<file path="config.mk">
export PLATFORM = sky130hd
export DESIGN_NAME = bbe_core
export DESIGN_NICKNAME = d
export VERILOG_FILES = /design/src/logic/bbe_pkg.sv /design/src/logic/bbe_mem.sv /design/src/logic/bbe_core.sv
export SDC_FILE = /design/constraint.sdc
export NUM_CORES = 1
export LEC_CHECK = 0
export BUFFER_PORTS_ARGS = -buffer_cell sky130_fd_sc_hd__buf_2
export CORE_ASPECT_RATIO = 0.75
export CORE_MARGIN = 2
export CORE_UTILIZATION = 35
export CTS_CLUSTER_DIAMETER = 50
export DETAILED_ROUTE_END_ITERATION = 10
export PLACE_DENSITY = 0.52
export SETUP_SLACK_MARGIN = 0.3
export SLEW_MARGIN = 25
export SYNTH_ARGS = -nofsm -noshare
export SYNTH_HDL_FRONTEND = slang
export SYNTH_SLANG_ARGS = --single-unit
</file>
<file path="constraint.sdc">
create_clock -name core_clk -period 3.7 [get_ports core_clk]
set_clock_uncertainty 0.1 [all_clocks]
set_input_delay 0.74 -clock core_clk [delete_from_list [all_inputs] [get_ports core_clk]]
set_output_delay 0.74 -clock core_clk [all_outputs]
set_load 0.005 [all_outputs]
</file>
<file path="src/logic/bbe_pkg.sv">
// Constants, opcodes and types for the branch and bit execution core.
// Assumes a combinational program memory and one 10 MHz core clock.
// Summary of operation
// - Table read via data pointer loads accumulator from program memory at A plus pointer.
// - Table read via program counter loads accumulator from program memory at A plus PC.
// - PC base already points past the table read, so index zero hits next opcode.
// - Table reads only read program memory; the core has no program memory write path.
// - Bit addresses below 80H are RAM bits; 80H and above are special register bits.
// - Every port line is a separately readable, settable and clearable bit.
// - Bit operands come only from a direct bit address inside the instruction.
// - Carry in the status word is the bit accumulator and has its own bit address.
// - Move carry to or from any bit; set, clear, complement carry or any bit.
// - AND or OR carry with a bit or its inverse into carry; no bit XOR.
// - Bit tests branch when carry or bit is one, or zero for inverted forms.
// - Jump on set and clear branches on a one bit and clears it atomically.
// - Taken relative branch adds signed offset to address after the instruction.
// - Short relative jump is two bytes: opcode and offset.
// - Long jump is three bytes carrying a full 16-bit destination.
// - Page jump is two bytes; opcode holds 3 address bits, second byte low 8.
// - Page jump replaces low 11 PC bits; upper 5 after stepping are kept.
// - Indirect jump loads PC with data pointer plus accumulator at execution.
// - Long call carries a 16-bit subroutine address anywhere in program memory.
// - Page call carries 11 bits and stays in the block of the next instruction.
// - Interrupt return acts as return and tells the interrupt controller it finished.
package bbe_pkg;
  localparam int PC_W = 16;
  localparam int RAM_AW = 4;
  localparam int STK_AW = 3;
  localparam logic [7:0] OP_NOP = 8'h00;
  localparam logic [7:0] OP_LONG_JUMP = 8'h02;
  localparam logic [7:0] OP_LONG_CALL = 8'h12;
  localparam logic [7:0] OP_JBC = 8'h10;
  localparam logic [7:0] OP_JB = 8'h20;
  localparam logic [7:0] OP_JNB = 8'h30;
  localparam logic [7:0] OP_RET = 8'h22;
  localparam logic [7:0] OP_INTERRUPT_RETURN = 8'h32;
  localparam logic [7:0] OP_JC = 8'h40;
  localparam logic [7:0] OP_JNC = 8'h50;
  localparam logic [7:0] OP_ORL_C_BIT = 8'h72;
  localparam logic [7:0] OP_JMP_IND = 8'h73;
  localparam logic [7:0] OP_MOV_A_IMM = 8'h74;
  localparam logic [7:0] OP_SHORT_RELATIVE_JUMP = 8'h80;
  localparam logic [7:0] OP_ANL_C_BIT = 8'h82;
  localparam logic [7:0] OP_CONST_TABLE_READ_PC = 8'h83;
  localparam logic [7:0] OP_MOV_DATA_POINTER = 8'h90;
  localparam logic [7:0] OP_MOV_BIT_C = 8'h92;
  localparam logic [7:0] OP_CONST_TABLE_READ_DATA_POINTER = 8'h93;
  localparam logic [7:0] OP_ORL_C_NBIT = 8'hA0;
  localparam logic [7:0] OP_MOV_C_BIT = 8'hA2;
  localparam logic [7:0] OP_ANL_C_NBIT = 8'hB0;
  localparam logic [7:0] OP_CPL_BIT = 8'hB2;
  localparam logic [7:0] OP_CPL_C = 8'hB3;
  localparam logic [7:0] OP_CLR_BIT = 8'hC2;
  localparam logic [7:0] OP_CLR_C = 8'hC3;
  localparam logic [7:0] OP_BIT_SET_OP_BIT = 8'hD2;
  localparam logic [7:0] OP_BIT_SET_OP_C = 8'hD3;
  localparam logic [4:0] OP_PAGE_ABSOLUTE_JUMP_LO = 5'h01;
  localparam logic [4:0] OP_PAGE_ABSOLUTE_CALL_LO = 5'h11;
  localparam logic [7:0] SFR_PORT0 = 8'h80;
  localparam logic [7:0] SFR_PORT1 = 8'h90;
  localparam logic [7:0] SFR_PORT2 = 8'hA0;
  localparam logic [7:0] SFR_PORT3 = 8'hB0;
  localparam logic [7:0] SFR_PSW = 8'hD0;
  localparam logic [7:0] SFR_ACC = 8'hE0;
  localparam int CARRY_POS = 7;
  localparam logic [15:0] PC_RST = 16'h0000;
  localparam logic [15:0] DATA_POINTER_RST = 16'h0000;
  localparam logic [7:0] ACC_RST = 8'h00;
  localparam logic [7:0] PSW_RST = 8'h00;
  localparam logic [2:0] SP_RST = 3'h0;
  localparam logic [31:0] PORT_RST = 32'hFFFFFFFF;

  typedef enum logic [2:0]
  {
    ST_FETCH = 3'b000,
    ST_OPND1 = 3'b001,
    ST_OPND2 = 3'b010,
    ST_READ = 3'b011,
    ST_EXEC = 3'b100
  } bbe_state_t;

  typedef struct packed
  {
    logic [15:0] pc;
    logic [15:0] data_pointer;
    logic [7:0] acc;
    logic [7:0] program_status_word;
    logic [2:0] sp;
  } bbe_core_state_t;

  // Byte count of an opcode; unknown opcodes run as one-byte no-ops
  function automatic logic [1:0] bbe_instr_len(input logic [7:0] op);
    logic [1:0] len;
    len = 2'd1;
    if (op == OP_LONG_JUMP || op == OP_LONG_CALL || op == OP_MOV_DATA_POINTER || op == OP_JB || op == OP_JNB || op == OP_JBC)
    begin
      len = 2'd3;
    end
    else if (op[4:0] == OP_PAGE_ABSOLUTE_JUMP_LO || op[4:0] == OP_PAGE_ABSOLUTE_CALL_LO || op == OP_SHORT_RELATIVE_JUMP || op == OP_JC
             || op == OP_JNC || op == OP_MOV_A_IMM || op == OP_ANL_C_BIT || op == OP_ANL_C_NBIT
             || op == OP_ORL_C_BIT || op == OP_ORL_C_NBIT || op == OP_MOV_C_BIT || op == OP_MOV_BIT_C
             || op == OP_CLR_BIT || op == OP_BIT_SET_OP_BIT || op == OP_CPL_BIT)
    begin
      len = 2'd2;
    end
    return len;
  endfunction
endpackage

</file>
<file path="src/logic/bbe_mem.sv">
// Small synchronous memory with registered read data.
// Assumes one clock; write and read may hit the same word, read sees old data.
module bbe_mem #(
  parameter int AW = 4,
  parameter int DW = 8
) (
  // Clock and reset
  input wire logic core_clk,
  input wire logic rst_n,
  // Write side
  input wire logic wr_en,
  input wire logic [AW-1:0] wr_addr,
  input wire logic [DW-1:0] wr_data,
  // Read side
  input wire logic [AW-1:0] rd_addr,
  output logic [DW-1:0] rd_data
);
  logic [DW-1:0] mem_ff [2**AW];

  always_ff @(posedge core_clk)
  begin
    if (wr_en)
    begin
      mem_ff[wr_addr] <= wr_data;
    end
  end

  always_ff @(posedge core_clk or negedge rst_n)
  begin
    if (!rst_n)
    begin
      rd_data <= '0;
    end
    else
    begin
      rd_data <= mem_ff[rd_addr];
    end
  end
endmodule

</file>
<file path="src/logic/bbe_core.sv">
// Branch, table read and single-bit execution core.
// Assumes program memory answers pmem_addr in the same cycle.
module bbe_core (
  // Clock and reset
  input wire logic core_clk,
  input wire logic reset_n,
  // Program memory
  output logic [15:0] pmem_addr,
  input wire logic [7:0] pmem_rdata,
  // Port lines
  input wire logic [31:0] port_pins,
  output logic [31:0] port_latch,
  // Interrupt controller
  output logic int_done,
  // Observation
  output bbe_pkg::bbe_core_state_t core_state
);
  import bbe_pkg::*;

  logic [1:0] rst_sync_ff;
  logic rst_n;
  bbe_state_t st_ff;
  logic [7:0] op_ff;
  logic [7:0] opnd1_ff;
  logic [7:0] opnd2_ff;
  logic [15:0] pc_ff;
  logic [15:0] data_pointer_ff;
  logic [7:0] acc_ff;
  logic [7:0] psw_ff;
  logic [2:0] sp_ff;
  logic [31:0] port_ff;
  logic exec;
  logic [7:0] bit_addr;
  logic [7:0] ram_rdata;
  logic [7:0] rd_byte;
  logic [7:0] wr_base;
  logic [7:0] wbyte;
  logic bit_val;
  logic bit_wr;
  logic bit_new;
  logic nxt_carry;
  logic take;
  logic [7:0] rel;
  logic [15:0] rel_ext;
  logic [15:0] stk_rdata;
  logic is_page_absolute_jump;
  logic is_page_absolute_call;
  logic is_call;
  logic is_ret;
  logic ram_we;
  logic stk_we;
  logic [2:0] stk_rd_addr;

  // Special register byte as seen for a bit access
  function automatic logic [7:0] sfr_byte(input logic [7:0] ba, input logic [31:0] ports,
                                         input logic [7:0] program_status_word, input logic [7:0] acc);
    logic [7:0] b;
    b = 8'h00;
    case ({ba[7:3], 3'b000})
      SFR_PORT0: b = ports[7:0];
      SFR_PORT1: b = ports[15:8];
      SFR_PORT2: b = ports[23:16];
      SFR_PORT3: b = ports[31:24];
      SFR_PSW: b = program_status_word;
      SFR_ACC: b = acc;
      default: b = 8'h00;
    endcase
    return b;
  endfunction

  // Reset release through two flops
  always_ff @(posedge core_clk or negedge reset_n)
  begin
    if (!reset_n)
    begin
      rst_sync_ff <= 2'b00;
    end
    else
    begin
      rst_sync_ff <= {rst_sync_ff[0], 1'b1};
    end
  end
  assign rst_n = rst_sync_ff[1];

  assign exec = (st_ff == ST_EXEC);
  assign is_page_absolute_jump = (op_ff[4:0] == OP_PAGE_ABSOLUTE_JUMP_LO);
  assign is_page_absolute_call = (op_ff[4:0] == OP_PAGE_ABSOLUTE_CALL_LO);
  assign is_call = is_page_absolute_call || (op_ff == OP_LONG_CALL);
  assign is_ret = (op_ff == OP_RET) || (op_ff == OP_INTERRUPT_RETURN);

  assign bit_addr = opnd1_ff;
  assign rd_byte = bit_addr[7] ? sfr_byte(bit_addr, port_pins, psw_ff, acc_ff) : ram_rdata;
  // ports written from latches, so pin loading cannot flip other lines
  assign wr_base = bit_addr[7] ? sfr_byte(bit_addr, port_ff, psw_ff, acc_ff) : ram_rdata;
  assign bit_val = rd_byte[bit_addr[2:0]];

  always_comb
  begin
    wbyte = wr_base;
    wbyte[bit_addr[2:0]] = bit_new;
  end

  // offset is byte 3 for bit tests
  assign rel = (op_ff == OP_JB || op_ff == OP_JNB || op_ff == OP_JBC) ? opnd2_ff : opnd1_ff;
  assign rel_ext = {{8{rel[7]}}, rel};

  always_comb
  begin
    nxt_carry = psw_ff[CARRY_POS];
    bit_wr = 1'b0;
    bit_new = bit_val;
    take = 1'b0;
    case (op_ff)
      // carry and bit set, clear, move
      OP_CLR_C: nxt_carry = 1'b0;
      OP_BIT_SET_OP_C: nxt_carry = 1'b1;
      OP_CPL_C: nxt_carry = ~psw_ff[CARRY_POS];
      OP_MOV_C_BIT: nxt_carry = bit_val;
      OP_ANL_C_BIT: nxt_carry = psw_ff[CARRY_POS] & bit_val;
      OP_ANL_C_NBIT: nxt_carry = psw_ff[CARRY_POS] & ~bit_val;
      OP_ORL_C_BIT: nxt_carry = psw_ff[CARRY_POS] | bit_val;
      OP_ORL_C_NBIT: nxt_carry = psw_ff[CARRY_POS] | ~bit_val;
      OP_MOV_BIT_C:
      begin
        bit_wr = 1'b1;
        bit_new = psw_ff[CARRY_POS];
      end
      OP_CLR_BIT:
      begin
        bit_wr = 1'b1;
        bit_new = 1'b0;
      end
      OP_BIT_SET_OP_BIT:
      begin
        bit_wr = 1'b1;
        bit_new = 1'b1;
      end
      OP_CPL_BIT:
      begin
        bit_wr = 1'b1;
        bit_new = ~bit_val;
      end
      // branch on carry or bit level
      OP_JC: take = psw_ff[CARRY_POS];
      OP_JNC: take = ~psw_ff[CARRY_POS];
      OP_JB: take = bit_val;
      OP_JNB: take = ~bit_val;
      // test and clear in one step
      OP_JBC:
      begin
        take = bit_val;
        bit_wr = bit_val;
        bit_new = 1'b0;
      end
      OP_SHORT_RELATIVE_JUMP: take = 1'b1;
      default: take = 1'b0;
    endcase
  end

  // address only, no write path to program memory
  always_comb
  begin
    pmem_addr = pc_ff;
    if (exec && op_ff == OP_CONST_TABLE_READ_DATA_POINTER)
    begin
      pmem_addr = 16'(data_pointer_ff + {8'h00, acc_ff});
    end
    else if (exec && op_ff == OP_CONST_TABLE_READ_PC)
    begin
      pmem_addr = 16'(pc_ff + {8'h00, acc_ff});
    end
  end

  always_ff @(posedge core_clk or negedge rst_n)
  begin
    if (!rst_n)
    begin
      st_ff <= ST_FETCH;
    end
    else
    begin
      case (st_ff)
        ST_FETCH: st_ff <= (bbe_instr_len(pmem_rdata) == 2'd1) ? ST_READ : ST_OPND1;
        ST_OPND1: st_ff <= (bbe_instr_len(op_ff) == 2'd3) ? ST_OPND2 : ST_READ;
        ST_OPND2: st_ff <= ST_READ;
        ST_READ: st_ff <= ST_EXEC;
        ST_EXEC: st_ff <= ST_FETCH;
        default: st_ff <= ST_FETCH;
      endcase
    end
  end

  always_ff @(posedge core_clk or negedge rst_n)
  begin
    if (!rst_n)
    begin
      op_ff <= OP_NOP;
      opnd1_ff <= 8'h00;
      opnd2_ff <= 8'h00;
    end
    else if (st_ff == ST_FETCH)
    begin
      op_ff <= pmem_rdata;
    end
    else if (st_ff == ST_OPND1)
    begin
      opnd1_ff <= pmem_rdata;
    end
    else if (st_ff == ST_OPND2)
    begin
      opnd2_ff <= pmem_rdata;
    end
  end

  always_ff @(posedge core_clk or negedge rst_n)
  begin
    if (!rst_n)
    begin
      pc_ff <= PC_RST;
    end
    else if (st_ff == ST_FETCH || st_ff == ST_OPND1 || st_ff == ST_OPND2)
    begin
      pc_ff <= 16'(pc_ff + 16'h0001);
    end
    else if (exec)
    begin
      if (op_ff == OP_LONG_JUMP || op_ff == OP_LONG_CALL)
      begin
        pc_ff <= {opnd1_ff, opnd2_ff};
      end
      else if (is_page_absolute_jump || is_page_absolute_call)
      begin
        pc_ff <= {pc_ff[15:11], op_ff[7:5], opnd1_ff};
      end
      else if (op_ff == OP_JMP_IND)
      begin
        pc_ff <= 16'(data_pointer_ff + {8'h00, acc_ff});
      end
      else if (is_ret)
      begin
        pc_ff <= stk_rdata;
      end
      else if (take)
      begin
        pc_ff <= 16'(pc_ff + rel_ext);
      end
    end
  end

  always_ff @(posedge core_clk or negedge rst_n)
  begin
    if (!rst_n)
    begin
      acc_ff <= ACC_RST;
    end
    else if (exec && (op_ff == OP_CONST_TABLE_READ_DATA_POINTER || op_ff == OP_CONST_TABLE_READ_PC))
    begin
      acc_ff <= pmem_rdata;
    end
    else if (exec && op_ff == OP_MOV_A_IMM)
    begin
      acc_ff <= opnd1_ff;
    end
    else if (exec && bit_wr && {bit_addr[7:3], 3'b000} == SFR_ACC)
    begin
      acc_ff <= wbyte;
    end
  end

  always_ff @(posedge core_clk or negedge rst_n)
  begin
    if (!rst_n)
    begin
      data_pointer_ff <= DATA_POINTER_RST;
    end
    else if (exec && op_ff == OP_MOV_DATA_POINTER)
    begin
      data_pointer_ff <= {opnd1_ff, opnd2_ff};
    end
  end

  // carry lives in status word, also bit-addressable
  always_ff @(posedge core_clk or negedge rst_n)
  begin
    if (!rst_n)
    begin
      psw_ff <= PSW_RST;
    end
    else if (exec && bit_wr && {bit_addr[7:3], 3'b000} == SFR_PSW)
    begin
      psw_ff <= wbyte;
    end
    else if (exec)
    begin
      psw_ff[CARRY_POS] <= nxt_carry;
    end
  end

  // one latch bit per port line
  always_ff @(posedge core_clk or negedge rst_n)
  begin
    if (!rst_n)
    begin
      port_ff <= PORT_RST;
    end
    else if (exec && bit_wr && bit_addr[7:6] == 2'b10 && !bit_addr[3])
    begin
      port_ff[{bit_addr[5:4], 3'b000} +: 8] <= wbyte;
    end
  end

  // Stack wraps at eight levels; deeper nesting overwrites the oldest entry
  always_ff @(posedge core_clk or negedge rst_n)
  begin
    if (!rst_n)
    begin
      sp_ff <= SP_RST;
    end
    else if (exec && is_call)
    begin
      sp_ff <= 3'(sp_ff + 3'h1);
    end
    else if (exec && is_ret)
    begin
      sp_ff <= 3'(sp_ff - 3'h1);
    end
  end

  assign ram_we = exec && bit_wr && !bit_addr[7];
  assign stk_we = exec && is_call;
  assign stk_rd_addr = 3'(sp_ff - 3'h1);

  bbe_mem #(.AW(RAM_AW), .DW(8)) u_bit_ram (
    .core_clk(core_clk),
    .rst_n(rst_n),
    .wr_en(ram_we),
    .wr_addr(bit_addr[6:3]),
    .wr_data(wbyte),
    .rd_addr(bit_addr[6:3]),
    .rd_data(ram_rdata)
  );

  bbe_mem #(.AW(STK_AW), .DW(PC_W)) u_stack (
    .core_clk(core_clk),
    .rst_n(rst_n),
    .wr_en(stk_we),
    .wr_addr(sp_ff),
    .wr_data(pc_ff),
    .rd_addr(stk_rd_addr),
    .rd_data(stk_rdata)
  );

  assign int_done = exec && (op_ff == OP_INTERRUPT_RETURN);
  assign port_latch = port_ff;
  assign core_state = '{pc: pc_ff, data_pointer: data_pointer_ff, acc: acc_ff, program_status_word: psw_ff, sp: sp_ff};

  nop_holds_a:
    assert property (@(posedge core_clk) disable iff (!rst_n)
      (exec && op_ff == OP_NOP) |=> pc_ff == $past(pc_ff) && acc_ff == $past(acc_ff)
        && psw_ff == $past(psw_ff) && port_ff == $past(port_ff))
    else $error("no-operation changed state");
  short_relative_jump_target_a:
    assert property (@(posedge core_clk) disable iff (!rst_n)
      (exec && op_ff == OP_SHORT_RELATIVE_JUMP) |=> pc_ff == 16'($past(pc_ff) + $past(rel_ext)))
    else $error("relative jump target wrong");
  long_jump_target_a:
    assert property (@(posedge core_clk) disable iff (!rst_n)
      (st_ff == ST_OPND2 && op_ff == OP_LONG_JUMP) |-> ##3 pc_ff == {opnd1_ff, opnd2_ff})
    else $error("long jump target wrong");
  page_absolute_jump_page_a:
    assert property (@(posedge core_clk) disable iff (!rst_n)
      (exec && is_page_absolute_jump) |=> pc_ff[15:11] == $past(pc_ff[15:11]) && pc_ff[7:0] == $past(opnd1_ff))
    else $error("page jump left its block");
  ind_jump_a:
    assert property (@(posedge core_clk) disable iff (!rst_n)
      (exec && op_ff == OP_JMP_IND) |=> pc_ff == 16'($past(data_pointer_ff) + {8'h00, $past(acc_ff)}))
    else $error("indirect jump target wrong");
  const_table_read_load_a:
    assert property (@(posedge core_clk) disable iff (!rst_n)
      (exec && op_ff == OP_CONST_TABLE_READ_DATA_POINTER) |=> acc_ff == $past(pmem_rdata) && st_ff == ST_FETCH)
    else $error("table read did not load accumulator");
  const_table_read_base_a:
    assert property (@(posedge core_clk) disable iff (!rst_n)
      (st_ff == ST_FETCH && pmem_rdata == OP_CONST_TABLE_READ_PC) |-> ##2 pmem_addr == 16'($past(pc_ff, 2)
        + 16'h0001 + {8'h00, acc_ff}))
    else $error("table read base not next opcode");
  jbc_clear_a:
    assert property (@(posedge core_clk) disable iff (!rst_n)
      (exec && op_ff == OP_JBC) |-> take == bit_val && bit_wr == bit_val && !bit_new)
    else $error("jump set and clear did not clear");
  anl_carry_a:
    assert property (@(posedge core_clk) disable iff (!rst_n)
      (exec && op_ff == OP_ANL_C_NBIT) |=> psw_ff[CARRY_POS] == ($past(psw_ff[CARRY_POS]) & ~$past(bit_val)))
    else $error("carry AND result wrong");
  call_push_a:
    assert property (@(posedge core_clk) disable iff (!rst_n)
      (exec && is_call) |-> stk_we ##1 sp_ff == 3'($past(sp_ff) + 3'h1))
    else $error("call did not push");
  // completion strobe only on interrupt return
  interrupt_return_done_a:
    assert property (@(posedge core_clk) disable iff (!rst_n)
      int_done |-> exec && op_ff == OP_INTERRUPT_RETURN ##1 st_ff == ST_FETCH)
    else $error("stray interrupt completion");
endmodule

</file>
==> flow_summary_export.csv <==
group,metric,value,unit
floorplan,die-area,56750,sq um
global_route,antenna_found_initial,0,
logic_synthesis,synth.net_count,1551,
setup_path,slowest_stage,"a2111oi_4",
finish,fin_nets,1947,
setup_path,cp.required,2860,ps
global_route,track_usage,22.28,%
power,switching_share,39.42,%
timing,worst_slew_pin_slew,779.2,ps
power,clock_power_share,19.6,%
timing,setup_viol,22,
logic_synthesis,syn_inst,1468,
status,violations,"setup timing",
setup_path,critPathTopFamily,"compound AO/OA/AOI/OAI gates",
finish,drive_gt1_share,46.00,%
global_route,grt_max_degree,64,
timing,setup_ws,-494.3,ps
floorplan,io_pins,142,
timing,setup-tns-final,-4678,ps
timing,layout_min_cycle_time,4194,ps
global_route,grt-ovfl-total,0,
floorplan,coreArea,54350,sq um
placement,finalWeightedCongestion,0.9558,
cts,htreeDepth,2,
logic_synthesis,synth_cell_type_count,85,
logic_synthesis,yosysTopAreaCell,"edfxtp_1",
global_route,grt_pass1_vias,14370,
detailed_routing,drtIter0Drc,1509,
logic_synthesis,yosysTopAreaCellShare,40.05,%
power,ir_worst_vdd,0.0004169,V
logic_synthesis,async_reset_ff_share,34.69,%
setup_path,r2r_slack,-460,ps
floorplan,dieHeight,206.8,microns
setup_path,r2r-start,"op_ff[2]$_DFFE_PN0P_",
timing,fmax,238.4,MHz
timing,rsz0062_at_grt,"true",
floorplan,row_count,74,
logic_synthesis,synth_area_leaders,"edfxtp_1 40%, dfrtp_1 14%, mux4_2 9.4%, dfstp_2 4.4%, mux2_2 3.3%",
logic_synthesis,yosysWarnings,0,
logic_synthesis,synth_flop_cell,"edfxtp_1",
floorplan,initial_core_util,35.32,%
logic_synthesis,synth_seq_cells,392,
cts,cts_max_path_buffers,3,
logic_synthesis,synthesis.area,19200,sq um
detailed_routing,vias_per_cell,5.585,
flow_run,maxCapViolations,0,
power,combinationalPowerShare,54.0,%
setup_path,cp.buffers_inverters,4,
power,intPower,14.25,mW
detailed_routing,drt-total-wl,63440,microns
logic_synthesis,synth_edf_count,256,
floorplan,die_x,274.4,microns
power,power.density,901.6,nW/um^2
cts,cts.sinks,392,
setup_path,startpoint,"acc_ff[0]$_DFFE_PN0P_",
detailed_routing,routedWlPerCell,24.19,microns
power,p_seq_share,26.5,%
finish,area_delta_synth_final,35.93,%
logic_synthesis,avgSynthCellArea,13.08,sq um
power,power,23.53,mW
detailed_routing,firstDrtPassIters,6,
global_route,grt_pass1_wl,93850,microns
cts,numCtsBuffers,46,
setup_path,crit_chain,"ha_2 -> inv_2 -> fa_2 -> nor2b_2 -> o21ai_2 -> a21boi_2 -> o21ai_2 -> a21oi_2 -> o21ai_4 -> a2111oi_4 -> buf_4 -> xnor2_2 -> a21oi_1 -> buf_4 -> buf_6",
finish,n_antenna_cell,0,
setup_path,endpoint_kind,"primary output",
power,switchingPower,9.274,mW
setup_path,reg2reg_to,"pc_ff[14]$_DFFE_PN0P_",
detailed_routing,dr_total_vias,14650,
setup_path,start_kind,"register",
cts,clock_latency,600,ps
placement,hpwl,43970,microns
timing,slew_headroom,47.65,%
setup_path,cpPeakStageDelay,370,ps
setup_path,r2r.worst_path.cells,16,
detailed_routing,drc,0,
detailed_routing,ant_nets,0,
timing,hold_viol_final,0,
status,status,"finished with violations",
timing,finalCritPeriodShare,113.4,%
logic_synthesis,synth_sequential_area_ratio,57.98,%
setup_path,critPathKind,"register to primary output",
min_path,hp-class,"register to async pin",
cts,path_clk_slew,60,ps
placement,port_buffers,141,
setup_path,cp_max_fo,4,
setup_path,arrival,3350,ps
cts,cts_tree,"done",
cts,clk_root_buffer_cell,"clkbuf_16",
power,leakagePower,9.826,nW
timing,maxSlewViolCount,0,
-- cell type report --
class / count / area, sq um
clock buffers: 53 / 1197
multi-input cells: 969 / 8838
inverters: 28 / 127.6
repair buffers: 426 / 3506
clock inverters: 31 / 371.6
flip-flops and latches: 392 / 11140
repair inverters: 1 / 7.507
well taps: 722 / 903.4
fillers: 4754 / 28260
-- sequential cells by signal (all words and copies together), names as in the netlist --
register / cells
st_ff: 3
bit_addr: 8
sp_ff: 3
psw_ff: 8
u_bit_ram.mem_ff: 128
u_stack.rd_data: 16
pc_ff: 16
u_stack.mem_ff: 128
opnd2_ff: 8
u_bit_ram.rd_data: 8
port_latch: 32
acc_ff: 8
rst_sync_ff: 2
data_pointer_ff: 16
op_ff: 8
-- layer usage --
layer	track usage (%)	routed length, microns
met1	34.15	29870
met2	32.31	27140
met3	4.280	5004
met4	5.571	1421
met5	0	0
-- logic make-up (layout without fill, tap and decap cells) --
kind of cell	count (synthesis)	after routing	share of synthesized area [%]
AO/OA/AOI/OAI	342	342	12.07
XOR/XNOR	41	41	1.871
adder cells (fa/ha/maj)	41	41	2.790
buffers and inverters	107	539	2.190
flip-flops	392	392	57.98
multiplexers	145	145	13.14
other	1	1	0.01954
AND/OR/NAND/NOR	399	399	9.940
-- worst register-to-register path, cell delays in order, from the launching register on --
cell and delay [ps]:
dfrtp_1 410, nor2_2 150, nand2_1 80, or3_4 360, nor2_4 140, mux2_4 330
ha_4 160, fa_2 350, a211oi_2 240, nor2_1 110, o31a_1 290, o41a_1 430
a31oi_1 190, xnor2_1 90, a21oi_1 180, a2111oi_2 70, or3b_1 380
-- through the flow --
step / worst slack (ps) / utilization (%) / area (sq um) / hold WS [ps] / instances
floorplan: -322.7 / - / 19310 / 231.1 / 1468
global placement: -397.0 / 40.61 / 22070 / 188.3 / 2432
detailed placement: -410.3 / 40.61 / 22070 / 186.3 / 2432
CTS: -513.7 / 46.63 / 25340 / 189.5 / 2593
global route: -663.2 / 48.01 / 26090 / 197.6 / 2622
finish: -494.3 / 48.01 / 26090 / 177.4 / 2622
-- cell usage in the layout, fill, tap and decap left out, types with 10 or more instances in the layout --
cell type and n:
nor2_4 11, nor3_1 17, buf_6 82, dfrtp_1 97, clkbuf_16 47, dfstp_2 32, ha_4 12, mux2_2 51
inv_1 19, nor2b_1 11, xnor2_1 19, edfxtp_1 256, and3_1 13, xor2_1 10, ha_1 24, nor3_4 11
nand3_1 23, buf_2 139, clkinv_2 10, o21ai_2 12, a21oi_2 14, a21oi_1 53, nand2_1 137, o21ai_1 35
a22o_1 11, nor2_1 67, o21ai_0 59, mux4_2 80, o211ai_1 10, nor3_2 10, buf_4 179, nand4_1 11
clkinvlp_4 12, a31oi_1 16, nand2b_1 11, buf_12 17, or3_1 10
-- Yosys cell counts (all sizes together), types with 5 or more instances --
cell type and count:
a211oi 14, nor2b 13, a31oi 19, nor4 7
xnor2 29, o32ai 8, nor3 38, o211ai 13
nor2 86, a2111oi 8, and3 13, o21ai 110
dfstp 32, a21oi 70, xor2 12, or3 12
and2 10, a21o 7, buf 20, mux4 80
mux2i 9, edfxtp 256, clkbuf 59, nand3 29
a22o 11, dfrtp 104, nor3b 5, o21bai 13
ha 38, nand2b 13, mux2 56, o22ai 6
a221o 8, nand4 11, inv 28, a221oi 9
nand2 147
-- how the worst max path moves through the flow --
stage | depth (start not counted) | slack, ps | to
final | 15 | -490 | pmem_addr[12]
after global routing | 15 | -660 | pmem_addr[12]
after CTS | 15 | -510 | pmem_addr[12]
after detailed placement | 15 | -410 | pmem_addr[12]
after global placement | 15 | -400 | pmem_addr[12]
after floorplan | 16 | -320 | pc_ff[14]$_DFFE_PN0P_
-- power by group through the flow --
stage | clock network, mW | registers (mW) | logic [mW]
after floorplan | 0 | 6.28 | 5.82
after global placement | 0 | 6.27 | 9.53
after detailed placement | 0 | 6.26 | 9.64
after CTS | 4.70 | 6.19 | 11.6
after global routing | 4.87 | 6.27 | 13.6
final | 4.61 | 6.23 | 12.7
-- timing repair --
item                                   CTS  global route
pin swaps                               74            76
endpoints found under the hold margin    2             0
setup buffers                           70            26
hold buffers                             1             0
gates resized for setup                221           111
setup endpoints to repair              334           440
cloned                                   6             3
No activity file was read; power rests on OpenSTA's default activity.
